`src/common/gpc_pkg.sv`:
```
/*
  Shared constants and carrier types of the general-purpose pin port controller.
  Assumes 32-bit register data and an 8-bit register address split as port and index.
*/
package gpc_pkg;

  // port geometry
  localparam int GPC_MAX_PORTS = 8;
  localparam int GPC_PORT_W = 8;

  // register index within a port, address[3:0]; port number is address[7:4]
  localparam logic [3:0] GPC_REG_OUT = 4'h0;
  localparam logic [3:0] GPC_REG_STATE = 4'h1;
  localparam logic [3:0] GPC_REG_MODE = 4'h2;
  localparam logic [3:0] GPC_REG_THRESH = 4'h3;
  localparam logic [3:0] GPC_REG_SLEW = 4'h4;
  localparam logic [3:0] GPC_REG_IEN = 4'h5;
  localparam logic [3:0] GPC_REG_ISTAT = 4'h6;
  localparam logic [3:0] GPC_REG_SEL = 4'h7;
  localparam logic [3:0] GPC_REG_HOLD = 4'h8;

  // field widths inside the packed per-port registers
  localparam int GPC_MODE_W = 3;
  localparam int GPC_SEL_W = 2;

  // drive modes
  localparam logic [2:0] GPC_MODE_ANALOG = 3'h0;
  localparam logic [2:0] GPC_MODE_INPUT = 3'h1;
  localparam logic [2:0] GPC_MODE_WPU_SPD = 3'h2;
  localparam logic [2:0] GPC_MODE_SPU_WPD = 3'h3;
  localparam logic [2:0] GPC_MODE_OD_LOW = 3'h4;
  localparam logic [2:0] GPC_MODE_OD_HIGH = 3'h5;
  localparam logic [2:0] GPC_MODE_STRONG = 3'h6;
  localparam logic [2:0] GPC_MODE_WEAK = 3'h7;

  // pin matrix sources
  localparam logic [1:0] GPC_SEL_GPIO = 2'h0;
  localparam logic [1:0] GPC_SEL_PERIPH_A = 2'h1;
  localparam logic [1:0] GPC_SEL_PERIPH_B = 2'h2;
  localparam logic [1:0] GPC_SEL_ANALOG = 2'h3;

  typedef struct packed {
    logic [2:0] mode;
    logic lvttl;
    logic slow;
    logic ien;
    logic [1:0] sel;
  } gpc_pin_cfg_type;

  typedef struct packed {
    logic oe_n;
    logic out;
    logic ibuf_en;
    logic pu_weak;
    logic pd_weak;
    logic analog;
    logic lvttl;
    logic slow;
  } gpc_pad_type;

  localparam gpc_pin_cfg_type GPC_CFG_RESET = '{mode: GPC_MODE_ANALOG, lvttl: 1'h0,
    slow: 1'h0, ien: 1'h0, sel: GPC_SEL_GPIO};
  localparam gpc_pad_type GPC_PAD_RESET = '{oe_n: 1'h1, out: 1'h0, ibuf_en: 1'h0,
    pu_weak: 1'h0, pd_weak: 1'h0, analog: 1'h1, lvttl: 1'h0, slow: 1'h0};

endpackage

```
`src/gpc_port_ctrl.sv`:
```
/*
  General-purpose pin port controller: registers, pin matrix, drive logic, input
  sampling and per-port interrupt requests.
  Assumes a register master of one-cycle strobes and pad cells that take the pad struct.
*/
//
// Overview of operation
// up to 64 pins in ports of at most 8, each pin configured alone.
// eight drive modes per pin, from analog off to weak/strong pull pairs.
// per-pin output data register drives pins; state register shows sampled input.
// enabled pins raise interrupts, combined into one request per port.
// during reset every pin is analog with both buffers off.
// hold freezes each pin's output and configuration during hibernate.
// per-pin input threshold select, CMOS or LVTTL.
// per-pin slow or fast output slew select.
// per-pin matrix picks own data, a peripheral signal or analog.
// pin inputs pass two synchronising flops before state and interrupt use.
module gpc_port_ctrl import gpc_pkg::*; #(
  parameter int NUM_PORTS = GPC_MAX_PORTS
) (
  // clock and reset
  input wire logic mclk,
  input wire logic resetn,
  // register port
  input wire logic [7:0] reg_addr,
  input wire logic [31:0] reg_wdata,
  input wire logic reg_wr,
  input wire logic reg_rd,
  output logic [31:0] reg_rdata_ff,
  // pins and peripheral sources
  input wire logic [NUM_PORTS*GPC_PORT_W-1:0] pin_in,
  input wire logic [NUM_PORTS*GPC_PORT_W-1:0] periph_a,
  input wire logic [NUM_PORTS*GPC_PORT_W-1:0] periph_b,
  output gpc_pad_type [NUM_PORTS*GPC_PORT_W-1:0] pad_ff,
  // power and interrupts
  input wire logic hib_hold,
  output logic hold_active_ff,
  output logic [NUM_PORTS-1:0] port_irq_ff
);

  localparam int NP = NUM_PORTS * GPC_PORT_W;

  generate
    if (NUM_PORTS < 1 || NUM_PORTS > GPC_MAX_PORTS) begin : g_bad_ports
      $error("NUM_PORTS must lie between 1 and 8");
    end
  endgenerate

  // drive mode and data to pad controls
  function automatic gpc_pad_type gpc_drive(input gpc_pin_cfg_type cfg, input logic data);
    gpc_pad_type pad;
    pad = GPC_PAD_RESET;
    pad.lvttl = cfg.lvttl;
    pad.slow = cfg.slow;
    pad.ibuf_en = 1'h1;
    pad.analog = 1'h0;
    pad.out = data;
    case (cfg.mode)
      GPC_MODE_ANALOG: begin
        pad.ibuf_en = 1'h0;
        pad.analog = 1'h1;
      end
      GPC_MODE_INPUT: pad.oe_n = 1'h1;
      GPC_MODE_WPU_SPD: begin
        pad.oe_n = data;
        pad.pu_weak = data;
      end
      GPC_MODE_SPU_WPD: begin
        pad.oe_n = !data;
        pad.pd_weak = !data;
      end
      GPC_MODE_OD_LOW: pad.oe_n = data;
      GPC_MODE_OD_HIGH: pad.oe_n = !data;
      GPC_MODE_STRONG: pad.oe_n = 1'h0;
      GPC_MODE_WEAK: begin
        pad.oe_n = 1'h1;
        pad.pu_weak = data;
        pad.pd_weak = !data;
      end
      default: pad = GPC_PAD_RESET;
    endcase
    if (cfg.sel == GPC_SEL_ANALOG) begin
      pad.oe_n = 1'h1;
      pad.ibuf_en = 1'h0;
      pad.pu_weak = 1'h0;
      pad.pd_weak = 1'h0;
      pad.analog = 1'h1;
    end
    return pad;
  endfunction

  logic [NP-1:0] out_ff;
  logic [NP-1:0] state_ff;
  logic [NP-1:0] istat_ff;
  gpc_pin_cfg_type [NP-1:0] cfg_ff;
  logic [NP-1:0] pin_sync;
  logic [NP-1:0] nxt_state;
  logic [NP-1:0] evt;
  logic [31:0] nxt_rdata;
  logic [3:0] rport;
  logic [3:0] ridx;
  logic [NP-1:0] src;
  logic [NP-1:0] ien_vec;
  int rbase;

  assign rport = reg_addr[7:4];
  assign ridx = reg_addr[3:0];
  assign rbase = int'(rport) * GPC_PORT_W;

  gpc_sync #(.WIDTH(NP)) u_sync (
    .mclk(mclk),
    .resetn(resetn),
    .din(pin_in),
    .dout(pin_sync)
  );

  // register write hits
  function automatic logic gpc_hit(input logic [3:0] idx, input int pin);
    return reg_wr && ridx == idx && rport == 4'(pin / GPC_PORT_W);
  endfunction

  // output data
  always_ff @(posedge mclk) begin
    if (!resetn) begin
      out_ff <= '0;
    end else begin
      for (int i = 0; i < NP; i++) begin
        if (gpc_hit(GPC_REG_OUT, i)) begin
          out_ff[i] <= reg_wdata[i % GPC_PORT_W];
        end
      end
    end
  end

  // per-pin configuration
  always_ff @(posedge mclk) begin
    if (!resetn) begin
      cfg_ff <= {NP{GPC_CFG_RESET}};
    end else begin
      for (int i = 0; i < NP; i++) begin
        if (gpc_hit(GPC_REG_MODE, i)) begin
          cfg_ff[i].mode <= reg_wdata[(i % GPC_PORT_W)*GPC_MODE_W +: GPC_MODE_W];
        end
        if (gpc_hit(GPC_REG_THRESH, i)) begin
          cfg_ff[i].lvttl <= reg_wdata[i % GPC_PORT_W];
        end
        if (gpc_hit(GPC_REG_SLEW, i)) begin
          cfg_ff[i].slow <= reg_wdata[i % GPC_PORT_W];
        end
        if (gpc_hit(GPC_REG_IEN, i)) begin
          cfg_ff[i].ien <= reg_wdata[i % GPC_PORT_W];
        end
        if (gpc_hit(GPC_REG_SEL, i)) begin
          cfg_ff[i].sel <= reg_wdata[(i % GPC_PORT_W)*GPC_SEL_W +: GPC_SEL_W];
        end
      end
    end
  end

  // pin state and change events
  always_comb begin
    for (int i = 0; i < NP; i++) begin
      ien_vec[i] = cfg_ff[i].ien;
      nxt_state[i] = pin_sync[i] & pad_ff[i].ibuf_en;
      evt[i] = cfg_ff[i].ien && (nxt_state[i] != state_ff[i]);
    end
  end

  always_ff @(posedge mclk) begin
    if (!resetn) begin
      state_ff <= '0;
    end else begin
      state_ff <= nxt_state;
    end
  end

  // sticky interrupt status, write one to clear, a new event wins
  always_ff @(posedge mclk) begin
    if (!resetn) begin
      istat_ff <= '0;
    end else begin
      for (int i = 0; i < NP; i++) begin
        if (evt[i]) begin
          istat_ff[i] <= 1'h1;
        end else if (gpc_hit(GPC_REG_ISTAT, i) && reg_wdata[i % GPC_PORT_W]) begin
          istat_ff[i] <= 1'h0;
        end
      end
    end
  end

  // one request per port
  always_ff @(posedge mclk) begin
    if (!resetn) begin
      port_irq_ff <= '0;
    end else begin
      for (int p = 0; p < NUM_PORTS; p++) begin
        port_irq_ff[p] <= |(istat_ff[p*GPC_PORT_W +: GPC_PORT_W]
          & ien_vec[p*GPC_PORT_W +: GPC_PORT_W]);
      end
    end
  end

  // pin matrix source
  always_comb begin
    for (int i = 0; i < NP; i++) begin
      case (cfg_ff[i].sel)
        GPC_SEL_PERIPH_A: src[i] = periph_a[i];
        GPC_SEL_PERIPH_B: src[i] = periph_b[i];
        default: src[i] = out_ff[i];
      endcase
    end
  end

  // hold follows the hibernate request
  always_ff @(posedge mclk) begin
    if (!resetn) begin
      hold_active_ff <= 1'h0;
    end else begin
      hold_active_ff <= hib_hold;
    end
  end

  // pad controls, frozen while held
  always_ff @(posedge mclk) begin
    if (!resetn) begin
      pad_ff <= {NP{GPC_PAD_RESET}};
    end else if (!hold_active_ff) begin
      for (int i = 0; i < NP; i++) begin
        pad_ff[i] <= gpc_drive(cfg_ff[i], src[i]);
      end
    end
  end

  // register read mux
  always_comb begin
    nxt_rdata = '0;
    if (int'(rport) < NUM_PORTS) begin
      for (int j = 0; j < GPC_PORT_W; j++) begin
        case (ridx)
          GPC_REG_OUT: nxt_rdata[j] = out_ff[rbase + j];
          GPC_REG_STATE: nxt_rdata[j] = state_ff[rbase + j];
          GPC_REG_MODE: nxt_rdata[j*GPC_MODE_W +: GPC_MODE_W] = cfg_ff[rbase + j].mode;
          GPC_REG_THRESH: nxt_rdata[j] = cfg_ff[rbase + j].lvttl;
          GPC_REG_SLEW: nxt_rdata[j] = cfg_ff[rbase + j].slow;
          GPC_REG_IEN: nxt_rdata[j] = cfg_ff[rbase + j].ien;
          GPC_REG_ISTAT: nxt_rdata[j] = istat_ff[rbase + j];
          GPC_REG_SEL: nxt_rdata[j*GPC_SEL_W +: GPC_SEL_W] = cfg_ff[rbase + j].sel;
          GPC_REG_HOLD: nxt_rdata[0] = hold_active_ff;
          default: nxt_rdata[j] = 1'h0;
        endcase
      end
    end
  end

  // read data stand one cycle only
  always_ff @(posedge mclk) begin
    if (!resetn) begin
      reg_rdata_ff <= '0;
    end else if (reg_rd) begin
      reg_rdata_ff <= nxt_rdata;
    end else begin
      reg_rdata_ff <= '0;
    end
  end
endmodule

```
`src/gpc_sync.sv`:
```
/*
  Two-stage input synchroniser for the pin inputs.
  Assumes one clock and a synchronous active-low reset.
*/
module gpc_sync #(
  parameter int WIDTH = 64
) (
  // clock and reset
  input wire logic mclk,
  input wire logic resetn,
  // data
  input wire logic [WIDTH-1:0] din,
  output logic [WIDTH-1:0] dout
);

  logic [WIDTH-1:0] meta_ff;

  always_ff @(posedge mclk) begin
    if (!resetn) begin
      meta_ff <= '0;
      dout <= '0;
    end else begin
      meta_ff <= din;
      dout <= meta_ff;
    end
  end
endmodule

```
`config.mk`:
```
export PLATFORM = sky130hd
export DESIGN_NAME = gpc_port_ctrl
export DESIGN_NICKNAME = d
export VERILOG_FILES = /design/src/common/gpc_pkg.sv /design/src/gpc_port_ctrl.sv /design/src/gpc_sync.sv
export SDC_FILE = /design/constraint.sdc
export NUM_CORES = 2
export LEC_CHECK = 0
export BUFFER_PORTS_ARGS = -buffer_cell sky130_fd_sc_hd__buf_2
export CAP_MARGIN = 40
export CORE_UTILIZATION = 53
export CTS_CLUSTER_DIAMETER = 80
export CTS_CLUSTER_SIZE = 28
export DETAILED_ROUTE_END_ITERATION = 6
export PLACE_DENSITY = 0.79
export SLEW_MARGIN = 20
export SYNTH_ARGS = -nofsm -noshare
export SYNTH_HDL_FRONTEND = slang
export SYNTH_SLANG_ARGS = --single-unit
```
`constraint.sdc`:
```
create_clock -name mclk -period 1.9 [get_ports mclk]
set_input_delay 0.19 -clock mclk [delete_from_list [all_inputs] [get_ports mclk]]
set_output_delay 0.19 -clock mclk [all_outputs]
set_load 0.03 [all_outputs]
```
==> summary.txt <==
Global route
  – First-pass GRT wire length: 371,000 um
  – Initial antenna violation count: 20
  – Largest net degree at the start of global routing: 64
  – Vias in the first global route: 54,500
  – Congestion Overflow GR: 0
  – Total track usage: 43.5%

Route
  – Vias: 59,500
  – Detailed Routing Iterations Pass 1: 7
  – Drt drc: 3
  – Avg WL per Cell: 27.1 um
  – Via/cell ratio: 6.10
  – Post-route ant nets: 0
  – DRT Wirelength: 265,000 um
  – DRT iter0 DRCs: 7,654

Clock network
  – Worst-skew pair later-pin latency: 770 ps
  – Max clock buf depth: 3
  – Clock sink count: 1,377
  – CTS tree: yes
  – Htree depth: 2
  – Num CTS Buffers: 61
  – Worst-path clk slew: 110 ps
  – Root buf cell: clkbuf_16

Critical path
  – WP data required: 2540 ps
  – CP Capture Type: flip-flop
  – Arrival time at the worst endpoint: 2540 ps
  – Worst setup SP type: flip-flop
  – Critical Setup Path Class: reg2reg
  – CP max FO: 3

Logic synthesis
  – Synth Flop Type: dfxtp_1
  – Synth top area share: 45.2%
  – Synth top area cells: dfxtp_1 (45%), nand2_1 (8.0%), a21oi_1 (7.1%)
  – Cell count after synthesis: 7,023
  – Top-count cell post-synth: dfxtp_1
  – Mapped Area: 0.0610 mm2
  – Avg Synthesized Cell Area: 8.68 um2
  – Yosys warnings: 0
  – Yosys cell types: 51
  – Synth area leader: dfxtp_1
  – EDFF count, synth: 0
  – Seq/Total Area, Yosys: 45.2%
  – Commonest cells post-synth: dfxtp_1 (1,377), nand2_1 (1,302), a21oi_1 (859)
  – Yosys reg bits: 1,377
  – Ys async rst share: 0%

Die
  – Core area: 0.114 mm2
  – Top-level I/O count: 790
  – Die area: 0.116 mm2
  – Cell Rows: 124
  – Starting Density: 53.4%
  – Die Width: 341 um
  – Die Y: 341 um

Run status
  – Failing checks: DRC
  – Outcome: complete, but fails checks

Layout
  – Multi-input logic area: 0.0311 mm2
  – Final instance area: 0.0760 mm2
  – Share of layout cells above drive strength 1: 24.9%
  – Fill cells: 9,237
  – Core Util, Final: 66.6%
  – Area growth syn-to-layout: 24.7%
  – FF+latch area: 0.0277 mm2
  – Finished Layout Cells: 9,761
  – Fin nets: 8,639

Placement
  – GP Congestion: 1.02
  – Post-Place Cells: 9,505
  – IO buf count: 773
  – Pre-CTS WS: -487 ps
  – Placement Cell Area: 0.0715 mm2
  – DP HPWL: 201,000 um

STA
  – Final Setup Violations: 0
  – Worst setup margin: 9.45 ps
  – Hold_ws: 14.7 ps
  – Tmin final: 1890 ps
  – Hold Vio Cnt, Final: 0
  – Tightest Pin Transition: 811 ps
  – Fin. max-slew vios: 0
  – Slew margin rel.: 45.2%
  – Worst Skew: 39.0 ps
  – Post-route setup TNS: 0 ps
  – RSZ-0062 raised after global routing: yes
  – Period utilization: 99.5%
  – Fmax: 529 MHz

Power
  – Internal power: 37.2 mW
  – Sequential share of power: 58.0%
  – Leakage: 29.6 nW
  – Clock share of power: 33.2%
  – Switch share: 26.2%
  – Maximum VDD drop: 0.834 mV
  – Power Total: 50.4 mW
  – Reported net switching power: 13.2 mW
  – Comb power frac: 8.7%
  – Cell Pwr Density: 663 mW/mm2

Worst hold path
  – Hold WC Path Type: in2reg

Run
  – Max-cap violations: 0
per-layer routing:
layer  GRT usage (%)  wire length [um]  vias to the layer above
met5               0                57                        -
li1                -                 -                    26300
met2            67.7            116000                     3859
met4            28.5             21500                       10
met1            55.3             97600                    28500
met3            8.06             29600                      905
area by class of cell:
| class | instances | area share [%] |
|---|---|---|
| timing repair buffer | 1638 | 16.2 |
| tap | 1512 | 2.49 |
| multi-input combinational | 4865 | 41.0 |
| inverter | 267 | 1.33 |
| clock inverter | 21 | 0.374 |
| antenna | 6 | 0.0198 |
| clock buffer | 75 | 2.17 |
| sequential | 1377 | 36.4 |
power by group through the flow:
stage	Combinational (mW)	Clock, mW	Sequential [mW]
3_3_place_gp	3.95	0	29.9
5_1_grt	4.50	17.7	29.3
2_1_floorplan	1.75	0	30.1
4_1_cts	4.21	16.7	29.3
3_5_place_dp	3.98	0	29.9
6_report	4.40	16.7	29.2
final timing paths:
check                                              startpoint                         end  slack (ps)  depth (start not counted)
worst max-delay path                  cfg_ff[56]$_SDFFE_PN0P_     pad_ff[63]$_SDFFE_PN1N_           9                          7
worst min-delay path                             periph_a[46]    pad_ff[371]$_SDFFE_PN0N_          10                          5
worst max register to register        cfg_ff[56]$_SDFFE_PN0P_     pad_ff[63]$_SDFFE_PN1N_           9                          7
worst min register to register  u_sync.meta_ff[15]$_SDFF_PN0_  u_sync.dout[15]$_SDFF_PN0_         430                          1
timing repair:
action,CTS,global route
setup endpoints to repair,36,60
hold buffers,101,0
gates resized for setup,89,209
hold endpoints to repair,490,0
buffers inserted,5,46
gates cloned,2,0
pin swaps,23,107
cell families (layout without fill, tap and decap cells):
group	after synthesis	in the layout	synth area share, %
simple gates	2592	2592	18.6
compound gates	1543	1543	14.8
flops	1377	1377	45.2
buf+inv	788	2001	5.40
mux	376	376	9.78
fa+ha+maj	192	192	3.94
xor+xnor	154	154	2.21
other cells	1	14	0.00615
layout by cell type (no fill, tap or decap), drive strengths merged, types with 153 or more instances in the layout:
master / synthesis / final
buf: 176 / 1533
dfxtp: 1377 / 1377
nand2: 1315 / 1315
a21oi: 859 / 859
nor2: 513 / 513
nand3: 283 / 283
inv: 267 / 276
o21ai: 230 / 230
mux2i: 200 / 200
ha: 192 / 192
mux4: 176 / 176
and2: 176 / 176
xnor2: 153 / 153
flip-flops by register name (all words and copies together) (netlist names):
signal,count
cfg_ff,512
hold_active_ff,1
istat_ff,64
out_ff,64
pad_ff,512
port_irq_ff,8
reg_rdata_ff,24
state_ff,64
u_sync.dout,64
u_sync.meta_ff,64
worst max-delay path, stage by stage (launching register included):
cell       delay [ps]
dfxtp_2           370
inv_1              50
ha_1              310
a221oi_2          230
or2_4             180
o21ai_0           100
a2111oi_2         420
o21ai_0           120
No activity file was read; power rests on OpenSTA's default activity.
